<file path="src/hw/umc_uart0_params.svh">
// Register map, mode codes and timing counts of the serial channel.
`ifndef UMC_UART0_PARAMS_SVH
`define UMC_UART0_PARAMS_SVH

// ----------------------------------------------------------------------
// Register byte addresses
// ----------------------------------------------------------------------
`define UMC_ADDR_MODE 10'h3a0
`define UMC_ADDR_CTL0 10'h3a4
`define UMC_ADDR_BAUD 10'h3a8
`define UMC_ADDR_TXD 10'h3ac
`define UMC_ADDR_RXD 10'h3b0
`define UMC_ADDR_ISTS 10'h3b4
`define UMC_ADDR_IMSK 10'h3b8

// ----------------------------------------------------------------------
// Mode and clock source codes
// ----------------------------------------------------------------------
`define UMC_MD_OFF 3'h0
`define UMC_MD_SYNC 3'h1
`define UMC_MD_ASYNC7 3'h4
`define UMC_MD_ASYNC8 3'h5
`define UMC_MD_ASYNC9 3'h6
`define UMC_CS_DIV1 2'h0
`define UMC_CS_DIV8 2'h1
`define UMC_CS_DIV32 2'h2
`define UMC_NB7 4'h7
`define UMC_NB8 4'h8
`define UMC_NB9 4'h9

// ----------------------------------------------------------------------
// Reset values, masks and counts
// ----------------------------------------------------------------------
`define UMC_RST_BYTE 8'h00
`define UMC_RST_WORD 9'h000
`define UMC_RST_FRAME 13'h0000
`define UMC_RST_IRQ 4'h0
`define UMC_CTL_WMASK 8'he3
`define UMC_PRE_DIV8_LAST 3'h7
`define UMC_PRE_DIV32_LAST 5'h1f
`define UMC_OS_LAST 4'hf
`define UMC_OS_MID 4'h7
`define UMC_SYNC_LAST 4'h7
`define UMC_IRQ_TX 0
`define UMC_IRQ_RX 1
`define UMC_IRQ_PERR 2
`define UMC_IRQ_FERR 3

`endif

</file>
<file path="src/hw/umc_pkg.sv">
// Types shared by the serial channel control logic.
package umc_pkg;

  // ----------------------------------------------------------------------
  // Register layouts
  // ----------------------------------------------------------------------
  typedef struct packed {
    logic sleep_sel;
    logic parity_on;
    logic parity_type;
    logic stop_length;
    logic clock_direction;
    logic [2:0] mode_sel;
  } umc_mode_t;

  typedef struct packed {
    logic bit_order;
    logic edge_polarity;
    logic open_drain_sel;
    logic rsv_one;
    logic tx_shift_empty;
    logic rsv_zero;
    logic [1:0] count_src;
  } umc_ctl_t;

  // ----------------------------------------------------------------------
  // State machines
  // ----------------------------------------------------------------------
  typedef enum logic [1:0] {
    UMC_TX_IDLE,
    UMC_TX_ASYNC,
    UMC_TX_SYNC
  } umc_tx_st_t;

  typedef enum logic {
    UMC_RX_IDLE,
    UMC_RX_BUSY
  } umc_rx_st_t;

endpackage

</file>
<file path="src/hw/umc_uart0_ctrl.sv">
// Mode, control, baud generation and frame engine of one serial channel.
//
// Local design decision: the strobed register port.
`timescale 1ns/1ps
`include "umc_uart0_params.svh"

module umc_uart0_ctrl (
  input wire logic clock_i,
  input wire logic resetn_i,
  input wire logic [9:0] addr_i,
  input wire logic [15:0] wdata_i,
  input wire logic wr_i,
  input wire logic rd_i,
  output logic [15:0] rdata_o,
  output logic irq_o,
  input wire logic rxd_i,
  output logic serial_out_pin_o,
  output logic serial_out_pin_oe_n_o,
  input wire logic serial_clock_pin_i,
  output logic serial_clock_pin_o,
  output logic serial_clock_pin_oe_n_o
);

  // ----------------------------------------------------------------------
  // Helper functions
  // ----------------------------------------------------------------------

  // Builds a frame, LSB first; unused high positions stay 1 as stop bits.
  function automatic logic [12:0] frame_f(input logic [8:0] d, input logic [3:0] nb,
                                          input logic pe, input logic pty);
    logic [12:0] f;
    logic p;
    f = 13'h1fff;
    p = ~pty;
    for (int i = 0; i < 9; i++) begin
      if (i < int'(nb)) begin
        f[i+1] = d[i];
        p = p ^ d[i];
      end
    end
    f[0] = 1'b0;
    if (pe) begin
      f[4'(nb + 4'h1)] = p;
    end
    return f;
  endfunction

  // Pulls the data bits back out of a received frame.
  function automatic logic [8:0] data_f(input logic [12:0] f, input logic [3:0] nb);
    logic [8:0] d;
    d = `UMC_RST_WORD;
    for (int i = 0; i < 9; i++) begin
      if (i < int'(nb)) begin
        d[i] = f[i+1];
      end
    end
    return d;
  endfunction

  // Mirrors a byte for MSB-first transfers.
  function automatic logic [7:0] rev_f(input logic [7:0] d);
    logic [7:0] r;
    r = `UMC_RST_BYTE;
    for (int i = 0; i < 8; i++) begin
      r[i] = d[7-i];
    end
    return r;
  endfunction

  // ----------------------------------------------------------------------
  // State
  // ----------------------------------------------------------------------
  logic [7:0] mode_r;
  logic [7:0] ctl_r;
  logic [7:0] baud_r;
  logic [8:0] txbuf_r;
  logic [8:0] rxbuf_r;
  logic [3:0] ists_r;
  logic [3:0] imsk_r;
  logic [15:0] rdata_r;
  logic irq_r;
  logic [4:0] pre_r;
  logic [7:0] brg_r;
  logic pin_q_r;
  logic tclk_r;
  umc_pkg::umc_tx_st_t tx_st_r;
  logic [12:0] tx_sh_r;
  logic [3:0] tx_cnt_r;
  logic [3:0] tx_sub_r;
  logic txo_r;
  umc_pkg::umc_rx_st_t rx_st_r;
  logic [12:0] rx_sh_r;
  logic [3:0] rx_cnt_r;
  logic [3:0] rx_sub_r;
  logic [7:0] srx_r;
  logic sout_r;
  logic soe_n_r;
  logic cout_r;
  logic coe_n_r;

  // ----------------------------------------------------------------------
  // Configuration decode
  // ----------------------------------------------------------------------
  umc_pkg::umc_mode_t cfg;
  umc_pkg::umc_ctl_t ctl;
  wire is_sync = cfg.mode_sel == `UMC_MD_SYNC;
  wire is_a7 = cfg.mode_sel == `UMC_MD_ASYNC7;
  wire is_a8 = cfg.mode_sel == `UMC_MD_ASYNC8;
  wire is_a9 = cfg.mode_sel == `UMC_MD_ASYNC9;
  // Off and forbidden codes fall out of both sets, so nothing runs.
  wire is_async = is_a7 | is_a8 | is_a9;
  wire [3:0] nbits = is_a7 ? `UMC_NB7 : (is_a8 ? `UMC_NB8 : `UMC_NB9);
  wire pe = cfg.parity_on;
  wire [3:0] flen = 4'(nbits + {3'h0, pe} + {3'h0, cfg.stop_length} + 4'h1);
  wire idle_lvl = ~ctl.edge_polarity;
  assign cfg = umc_pkg::umc_mode_t'(mode_r);
  assign ctl = umc_pkg::umc_ctl_t'(ctl_r);

  // ----------------------------------------------------------------------
  // Count source and baud generator
  // ----------------------------------------------------------------------

  // The inhibited source code yields no ticks, so a bad setting stalls rather than runs fast.
  wire src_tick = (ctl.count_src == `UMC_CS_DIV1) ||
                  (ctl.count_src == `UMC_CS_DIV8 && pre_r[2:0] == `UMC_PRE_DIV8_LAST) ||
                  (ctl.count_src == `UMC_CS_DIV32 && pre_r == `UMC_PRE_DIV32_LAST);
  wire brg_tick = src_tick && (brg_r == `UMC_RST_BYTE);
  wire pin_rise = serial_clock_pin_i & ~pin_q_r;
  wire pin_fall = ~serial_clock_pin_i & pin_q_r;
  wire os_tick = cfg.clock_direction ? pin_rise : brg_tick;
  wire in_sync = tx_st_r == umc_pkg::UMC_TX_SYNC;
  wire ext_a = ctl.edge_polarity ? pin_rise : pin_fall;
  wire ext_b = ctl.edge_polarity ? pin_fall : pin_rise;
  wire int_a = brg_tick && (tclk_r == idle_lvl);
  wire int_b = brg_tick && (tclk_r != idle_lvl);
  // The A edge leaves the idle level and drives data; the B edge samples it.
  wire sync_a = in_sync && (cfg.clock_direction ? ext_a : int_a);
  wire sync_b = in_sync && (cfg.clock_direction ? ext_b : int_b);

  // Free running prescaler and reloading baud counter.
  always_ff @(posedge clock_i or negedge resetn_i) begin
    if (!resetn_i) begin
      pre_r <= 5'h00;
      brg_r <= `UMC_RST_BYTE;
      pin_q_r <= 1'b1; // Idle level of the pin, so no false edge follows reset.
    end else begin
      pre_r <= 5'(pre_r + 5'h01);
      brg_r <= !src_tick ? brg_r : (brg_tick ? baud_r : 8'(brg_r - 8'h01));
      pin_q_r <= serial_clock_pin_i;
    end
  end

  // Internal transfer clock toggles on each baud tick, so one period is 2(n+1) source ticks.
  always_ff @(posedge clock_i or negedge resetn_i) begin
    if (!resetn_i) begin
      tclk_r <= 1'b1;
    end else begin
      tclk_r <= (in_sync && brg_tick) ? ~tclk_r : (in_sync ? tclk_r : idle_lvl);
    end
  end

  // ----------------------------------------------------------------------
  // Bus decode
  // ----------------------------------------------------------------------
  wire wr_mode = wr_i && addr_i == `UMC_ADDR_MODE;
  wire wr_ctl = wr_i && addr_i == `UMC_ADDR_CTL0;
  wire wr_baud = wr_i && addr_i == `UMC_ADDR_BAUD;
  wire wr_txd = wr_i && addr_i == `UMC_ADDR_TXD;
  wire wr_imsk = wr_i && addr_i == `UMC_ADDR_IMSK;
  wire rd_ists = rd_i && addr_i == `UMC_ADDR_ISTS;
  wire tx_idle = tx_st_r == umc_pkg::UMC_TX_IDLE;
  // A data write while busy or disabled is dropped; software polls the empty flag first.
  wire tx_go = wr_txd && tx_idle && (is_sync || is_async);
  wire [7:0] ctl_rd = {ctl_r[7:5], 1'b0, tx_idle, 1'b0, ctl_r[1:0]};
  wire [15:0] rmux = (addr_i == `UMC_ADDR_MODE) ? {8'h00, mode_r} :
                     (addr_i == `UMC_ADDR_CTL0) ? {8'h00, ctl_rd} :
                     (addr_i == `UMC_ADDR_BAUD) ? {8'h00, baud_r} :
                     (addr_i == `UMC_ADDR_TXD) ? {7'h00, txbuf_r} :
                     (addr_i == `UMC_ADDR_RXD) ? {7'h00, rxbuf_r} :
                     (addr_i == `UMC_ADDR_ISTS) ? {12'h000, ists_r} :
                     (addr_i == `UMC_ADDR_IMSK) ? {12'h000, imsk_r} : 16'h0000;

  // ----------------------------------------------------------------------
  // Receive decode
  // ----------------------------------------------------------------------
  wire [12:0] rx_full = rx_sh_r | (13'(rxd_i) << rx_cnt_r);
  wire [8:0] rx_data = data_f(rx_full, nbits);
  wire [12:0] rx_ref = frame_f(rx_data, nbits, pe, cfg.parity_type);
  wire [3:0] pidx = 4'(nbits + 4'h1);
  wire [3:0] sidx = 4'(nbits + {3'h0, pe} + 4'h1);
  wire rx_sample = rx_st_r == umc_pkg::UMC_RX_BUSY && os_tick && rx_sub_r == `UMC_OS_MID;
  wire false_start = rx_sample && rx_cnt_r == 4'h0 && rxd_i;
  wire rx_last = rx_sample && !false_start && rx_cnt_r == sidx;
  wire top_bit = rx_data[4'(nbits - 4'h1)];
  wire rx_keep = !(cfg.sleep_sel && !top_bit);
  wire perr = pe && (rx_full[pidx] != rx_ref[pidx]);
  wire ferr = !rx_full[sidx];
  wire [7:0] srx_nxt = ctl.bit_order ? {srx_r[6:0], rxd_i} : {rxd_i, srx_r[7:1]};
  wire sync_done = sync_b && tx_cnt_r == `UMC_SYNC_LAST;
  wire tx_bit_end = tx_st_r == umc_pkg::UMC_TX_ASYNC && os_tick && tx_sub_r == `UMC_OS_LAST;
  wire async_done = tx_bit_end && tx_cnt_r == flen;
  wire rx_ev = sync_done || (rx_last && rx_keep);
  wire [3:0] ev;
  assign ev[`UMC_IRQ_TX] = sync_done || async_done;
  assign ev[`UMC_IRQ_RX] = rx_ev;
  assign ev[`UMC_IRQ_PERR] = rx_last && rx_keep && perr;
  assign ev[`UMC_IRQ_FERR] = rx_last && rx_keep && ferr;
  // A new event wins over a clearing read in the same cycle.
  wire [3:0] ists_nxt = (rd_ists ? `UMC_RST_IRQ : ists_r) | ev;

  // ----------------------------------------------------------------------
  // Registers and bus answer
  // ----------------------------------------------------------------------

  // Software registers; reserved control bits are not stored and read as zero.
  always_ff @(posedge clock_i or negedge resetn_i) begin
    if (!resetn_i) begin
      mode_r <= `UMC_RST_BYTE;
      ctl_r <= `UMC_RST_BYTE;
      baud_r <= `UMC_RST_BYTE;
      txbuf_r <= `UMC_RST_WORD;
      imsk_r <= `UMC_RST_IRQ;
    end else begin
      if (wr_mode) mode_r <= wdata_i[7:0];
      if (wr_ctl) ctl_r <= wdata_i[7:0] & `UMC_CTL_WMASK;
      if (wr_baud) baud_r <= wdata_i[7:0];
      if (tx_go) txbuf_r <= wdata_i[8:0];
      if (wr_imsk) imsk_r <= wdata_i[3:0];
    end
  end

  // Read data stand for one cycle only; status is cleared by its read.
  always_ff @(posedge clock_i or negedge resetn_i) begin
    if (!resetn_i) begin
      rdata_r <= 16'h0000;
      ists_r <= `UMC_RST_IRQ;
      irq_r <= 1'b0;
    end else begin
      rdata_r <= rd_i ? rmux : 16'h0000;
      ists_r <= ists_nxt;
      irq_r <= |(ists_nxt & imsk_r);
    end
  end

  // ----------------------------------------------------------------------
  // Transmitter
  // ----------------------------------------------------------------------

  // Async shifts one frame bit each 16 ticks; sync shifts one byte on A edges.
  always_ff @(posedge clock_i or negedge resetn_i) begin
    if (!resetn_i) begin
      tx_st_r <= umc_pkg::UMC_TX_IDLE;
      tx_sh_r <= `UMC_RST_FRAME;
      tx_cnt_r <= 4'h0;
      tx_sub_r <= 4'h0;
      txo_r <= 1'b1;
    end else begin
      case (tx_st_r)
        umc_pkg::UMC_TX_IDLE: begin
          tx_cnt_r <= 4'h0;
          tx_sub_r <= 4'h0;
          txo_r <= 1'b1;
          if (tx_go && is_sync) begin
            tx_st_r <= umc_pkg::UMC_TX_SYNC;
            tx_sh_r <= {5'h1f, ctl.bit_order ? rev_f(wdata_i[7:0]) : wdata_i[7:0]};
          end else if (tx_go) begin
            tx_st_r <= umc_pkg::UMC_TX_ASYNC;
            tx_sh_r <= frame_f(wdata_i[8:0], nbits, pe, cfg.parity_type);
            txo_r <= 1'b0;
          end
        end
        umc_pkg::UMC_TX_ASYNC: begin
          if (os_tick) tx_sub_r <= 4'(tx_sub_r + 4'h1);
          if (async_done) begin
            tx_st_r <= umc_pkg::UMC_TX_IDLE;
            txo_r <= 1'b1;
          end else if (tx_bit_end) begin
            tx_cnt_r <= 4'(tx_cnt_r + 4'h1);
            txo_r <= tx_sh_r[1];
            tx_sh_r <= {1'b1, tx_sh_r[12:1]};
          end
        end
        umc_pkg::UMC_TX_SYNC: begin
          if (sync_a) begin
            txo_r <= tx_sh_r[0];
            tx_sh_r <= {1'b1, tx_sh_r[12:1]};
          end
          if (sync_b) tx_cnt_r <= 4'(tx_cnt_r + 4'h1);
          if (sync_done) tx_st_r <= umc_pkg::UMC_TX_IDLE;
        end
        default: tx_st_r <= umc_pkg::UMC_TX_IDLE;
      endcase
    end
  end

  // ----------------------------------------------------------------------
  // Receiver
  // ----------------------------------------------------------------------

  // Async start is found on a tick and confirmed at mid bit, which rejects short glitches.
  always_ff @(posedge clock_i or negedge resetn_i) begin
    if (!resetn_i) begin
      rx_st_r <= umc_pkg::UMC_RX_IDLE;
      rx_sh_r <= `UMC_RST_FRAME;
      rx_cnt_r <= 4'h0;
      rx_sub_r <= 4'h0;
    end else begin
      case (rx_st_r)
        umc_pkg::UMC_RX_IDLE: begin
          rx_cnt_r <= 4'h0;
          rx_sub_r <= 4'h1;
          rx_sh_r <= `UMC_RST_FRAME;
          if (is_async && os_tick && !rxd_i) rx_st_r <= umc_pkg::UMC_RX_BUSY;
        end
        umc_pkg::UMC_RX_BUSY: begin
          if (os_tick) rx_sub_r <= 4'(rx_sub_r + 4'h1);
          if (false_start || rx_last || !is_async) rx_st_r <= umc_pkg::UMC_RX_IDLE;
          if (rx_sample) begin
            rx_sh_r <= rx_full;
            rx_cnt_r <= 4'(rx_cnt_r + 4'h1);
          end
        end
        default: rx_st_r <= umc_pkg::UMC_RX_IDLE;
      endcase
    end
  end

  // Sync bits are taken on B edges; the buffer is shared by both modes.
  always_ff @(posedge clock_i or negedge resetn_i) begin
    if (!resetn_i) begin
      srx_r <= `UMC_RST_BYTE;
      rxbuf_r <= `UMC_RST_WORD;
    end else begin
      if (sync_b) srx_r <= srx_nxt;
      if (sync_done) rxbuf_r <= {1'b0, srx_nxt};
      else if (rx_last && rx_keep) rxbuf_r <= rx_data;
    end
  end

  // ----------------------------------------------------------------------
  // Pin drivers
  // ----------------------------------------------------------------------

  // Open drain only ever pulls low, so a high bit releases the pin instead of driving it.
  always_ff @(posedge clock_i or negedge resetn_i) begin
    if (!resetn_i) begin
      sout_r <= 1'b1;
      soe_n_r <= 1'b0;
      cout_r <= 1'b1;
      coe_n_r <= 1'b1;
    end else begin
      sout_r <= ctl.open_drain_sel ? 1'b0 : txo_r;
      soe_n_r <= ctl.open_drain_sel ? txo_r : 1'b0;
      cout_r <= tclk_r;
      coe_n_r <= !(is_sync && !cfg.clock_direction);
    end
  end

  assign rdata_o = rdata_r;
  assign irq_o = irq_r;
  assign serial_out_pin_o = sout_r;
  assign serial_out_pin_oe_n_o = soe_n_r;
  assign serial_clock_pin_o = cout_r;
  assign serial_clock_pin_oe_n_o = coe_n_r;

endmodule // umc_uart0_ctrl

</file>
<file path="config.mk">
export PLATFORM = sky130hd
export DESIGN_NAME = umc_uart0_ctrl
export DESIGN_NICKNAME = d
export VERILOG_FILES = /design/src/hw/umc_pkg.sv /design/src/hw/umc_uart0_ctrl.sv
export VERILOG_INCLUDE_DIRS = /design/src /design/src/hw
export SDC_FILE = /design/constraint.sdc
export NUM_CORES = 1
export LEC_CHECK = 0
export BUFFER_PORTS_ARGS = -buffer_cell sky130_fd_sc_hd__buf_2
export CAP_MARGIN = 30
export CORE_MARGIN = 2
export CORE_UTILIZATION = 50
export DETAILED_ROUTE_END_ITERATION = 7
export PLACE_DENSITY = 0.67
export SLEW_MARGIN = 5
export SYNTH_ARGS = -nofsm -noshare
export SYNTH_HDL_FRONTEND = slang
export SYNTH_SLANG_ARGS = --single-unit
</file>
<file path="constraint.sdc">
create_clock -name clock_i -period 3.5 [get_ports clock_i]
set_clock_uncertainty 0.05 [all_clocks]
set_input_delay 0 -clock clock_i [delete_from_list [all_inputs] [get_ports clock_i]]
set_output_delay 0 -clock clock_i [all_outputs]
set_load 0.005 [all_outputs]
</file>
==> reports/results.ini <==
[timing]
max_freq_mhz=310
tightest_slew_ns=0.841
fin_crit_ns=3.22
setup_violations=0
rsz0062_at_grt=false
slew_headroom=0.439
finalSetupTns_ns=0
hold_viol=0
period_share=0.920
finalMaxSlewViolations=0

[clock_tree]
cts_inserted_buffers=17
cts.htree.levels=4
path_clk_slew_ns=0.06
clk_latency_ns=0.43
ctsResizeCount=0
clock_path_buffers=2
cts_setup_buffers=0
cts_root_buffer=clkbuf_16
cts_num_sinks=128
cts_tree=built

[final_layout]
final_nets=809
final_layout_size_suffix_gt1_frac=0.204
instances_no_fill=954
areaGrowthSynthToFinish_pct=14.8
diodes=0
utilization=0.594

[power]
power.share.switching=0.273
vdd_drop_max_v=0.000397
pwr-share-seq=0.414
clockPowerShare=0.415
combPwrFrac=0.171
power_mw=4.22
p_leak_nw=3.63
p_per_area_nw_per_um2=508
internal_power_mw=3.07
power_switching_mw=1.15

[place]
placed_cells=907
port_buffers=38
place.gp.congestion=0.883
dp_hpwl_um=12200

[die]
start_util=0.517
coreArea_um2=14000
die_w_um=124
dieArea_um2=15400
ios=53
core.rowCount=43
dieHeight_um=124

[logic_synthesis]
synth_seq_cells=128
async_flop_share=1.00
ys_types=72
syn_avg_cell_area_um2=10.1
seq_area_frac_synth=0.444
ys.flop_type=dfrtp_1
synth_edf_count=0
ys_warn_count=0
syn_inst=718
syn-cell-area_um2=7240

[setup_path]
cp_max_fo=13
worstSetupPathType=register to register
cp-end-kind=register
arrival_ns=3.48
start_kind=register
cp.required_ns=3.76

[drt]
drt-pass1-iter-count=5
viasPerCell=5.85
via_count=5584
routed_wl_um=17700
drtIter0Drc=552
drc=0
ant_nets=0
wl_per_cell_um=18.5

[run]
max-cap-violations=0

[outcome]
status=finished, final reports clean

[global_route]
grt_max_degree=72
track_usage=0.237
grt_pass1_vias=5554
grt_pass1_wl_um=29200
antenna_found_initial=0
overflow=0

[min_path]
hold_path_class=input port to register

==> synthesized netlist by cell type (all sizes together), types with 2 or more instances <==
| library cell | count | share of area |
|---|---|---|
| dfrtp | 122 | 0.42 |
| nand2 | 80 | 0.042 |
| o21ai | 57 | 0.039 |
| mux2 | 50 | 0.082 |
| mux2i | 43 | 0.059 |
| nor2 | 43 | 0.022 |
| a21oi | 37 | 0.026 |
| clkbuf | 28 | 0.015 |
| xnor2 | 24 | 0.029 |
| inv | 21 | 0.011 |
| buf | 20 | 0.018 |
| nor3 | 17 | 0.013 |
| ha | 16 | 0.028 |
| nor2b | 14 | 0.012 |
| nor3b | 11 | 0.014 |
| a211oi | 9 | 0.011 |
| nand3 | 8 | 0.0055 |
| a31oi | 7 | 0.0061 |
| and2 | 7 | 0.0066 |
| nand2b | 7 | 0.0061 |
| xor2 | 7 | 0.0085 |
| and3 | 6 | 0.0052 |
| dfstp | 6 | 0.022 |
| nand4 | 6 | 0.0052 |
| o31ai | 6 | 0.0062 |
| nand4b | 5 | 0.0081 |
| nor4 | 5 | 0.0085 |
| or3 | 5 | 0.0050 |
| a21boi | 4 | 0.0042 |
| a22o | 4 | 0.0048 |
| nand3b | 4 | 0.0042 |
| o22ai | 3 | 0.0026 |
| or2 | 3 | 0.0026 |
| a211o | 2 | 0.0024 |
| a21o | 2 | 0.0021 |
| a22oi | 2 | 0.0021 |
| a31o | 2 | 0.0024 |
| a41o | 2 | 0.0028 |
| and3b | 2 | 0.0024 |
| o211ai | 2 | 0.0021 |
| o21a | 2 | 0.0021 |
| o311ai | 2 | 0.0024 |
==> kinds of logic after synthesis <==
family | Yosys count | share of synthesized area
AND/OR/NAND/NOR | 227 | 0.168
AO/OA/AOI/OAI | 152 | 0.135
flip-flops | 128 | 0.444
multiplexers | 94 | 0.145
buffers and inverters | 69 | 0.0436
XOR/XNOR | 31 | 0.0375
adder cells (fa/ha/maj) | 16 | 0.0277
other | 1 | 0.000518
==> metrics by stage <==
stage / setup slack [ns] / instance area, um2 / hold WS (ns)
after floorplan: 0.545 / 7260 / -0.346
after global placement: 0.293 / 7550 / 0.0926
after detailed placement: 0.236 / 7550 / 0.0961
after CTS: 0.241 / 8260 / 0.000463
after global routing: 0.00411 / 8310 / 0.0266
final: 0.279 / 8310 / 0.0286
==> cells in the final DEF, fill, tap and decap left out, types with 21 or more instances in the layout <==
cell     synthesis  layout
a21oi_1         37      37
nand2_1         79      79
inv_1           21      21
buf_2            6      37
dfrtp_1        122     122
xnor2_1         24      24
mux2_2          42      42
o21ai_0         56      56
nor2_1          43      43
mux2i_1         43      43
==> sequential cells by signal, indices dropped and copies added (netlist names), 5 cells and up <==
| signal | flops |
|---|---|
| ctl | 5 |
| rx_sh_r | 11 |
| srx_r | 8 |
| brg_r | 8 |
| cfg | 8 |
| baud_r | 8 |
| rxbuf_r | 9 |
| tx_sh_r | 13 |
| txbuf_r | 9 |
| pre_r | 5 |
| rdata_o | 9 |
==> metal layers <==
| metal | up-vias | share of wire | global-route usage |
|---|---|---|---|
| met5 | - | 0 | 0 |
| met4 | 0 | 0.018 | 0.0912 |
| met2 | 198 | 0.48 | 0.378 |
| li1 | 2619 | - | - |
| met1 | 2742 | 0.45 | 0.319 |
| met3 | 25 | 0.057 | 0.0494 |
==> critical path: stages, from the launching register on <==
cell and delay [ns]:
dfrtp_1 0.46, nand3b_1 0.19, ha_1 0.33, inv_1 0.11
ha_1 0.15, inv_1 0.04, ha_1 0.18, xnor2_1 0.14
xnor2_1 0.26, nor4_4 0.13, nor3_4 0.64, mux2_2 0.41
==> power by group through the flow <==
stage | combinational, mW | sequential [mW] | clock, mW
global placement | 0.665 | 1.76 | 0
detailed placement | 0.698 | 1.77 | 0
CTS | 0.711 | 1.75 | 1.78
global route | 0.801 | 1.77 | 1.85
floorplan | 0.546 | 1.73 | 0
finish | 0.720 | 1.75 | 1.75
==> area by class of cell <==
cell class                      count  area, um2
Clock buffer                       24        482
Sequential cell                   128       3210
Fill cell                        1158       5680
Multi-Input combinational cell    527       3730
Tap cell                          180        225
Clock inverter                      8        105
Timing Repair Buffer               66        475
Inverter                           21       78.8
==> worst paths after layout <==
kind                       slack [ns]  cells past startpoint  startpoint                 endpoint
min in group asynchronous        0.43                      3    resetn_i                 srx_r[6]
max in group asynchronous        2.38                      4    resetn_i  serial_clock_pin_oe_n_o
setup / recovery                 0.28                     11      cfg[2]               tx_sh_r[2]
hold reg to reg                  0.33                      0      tclk_r       serial_clock_pin_o
setup reg to reg                 0.28                     11      cfg[2]               tx_sh_r[2]
hold / removal                   0.03                      3       rxd_i                 srx_r[0]
==> repair_timing <==
item | in CTS | in global routing
endpoints found under the hold margin | 109 | 6
hold buffers | 12 | 1
endpoints found under the setup margin | 0 | 5
(Power assumes the default switching activity.)
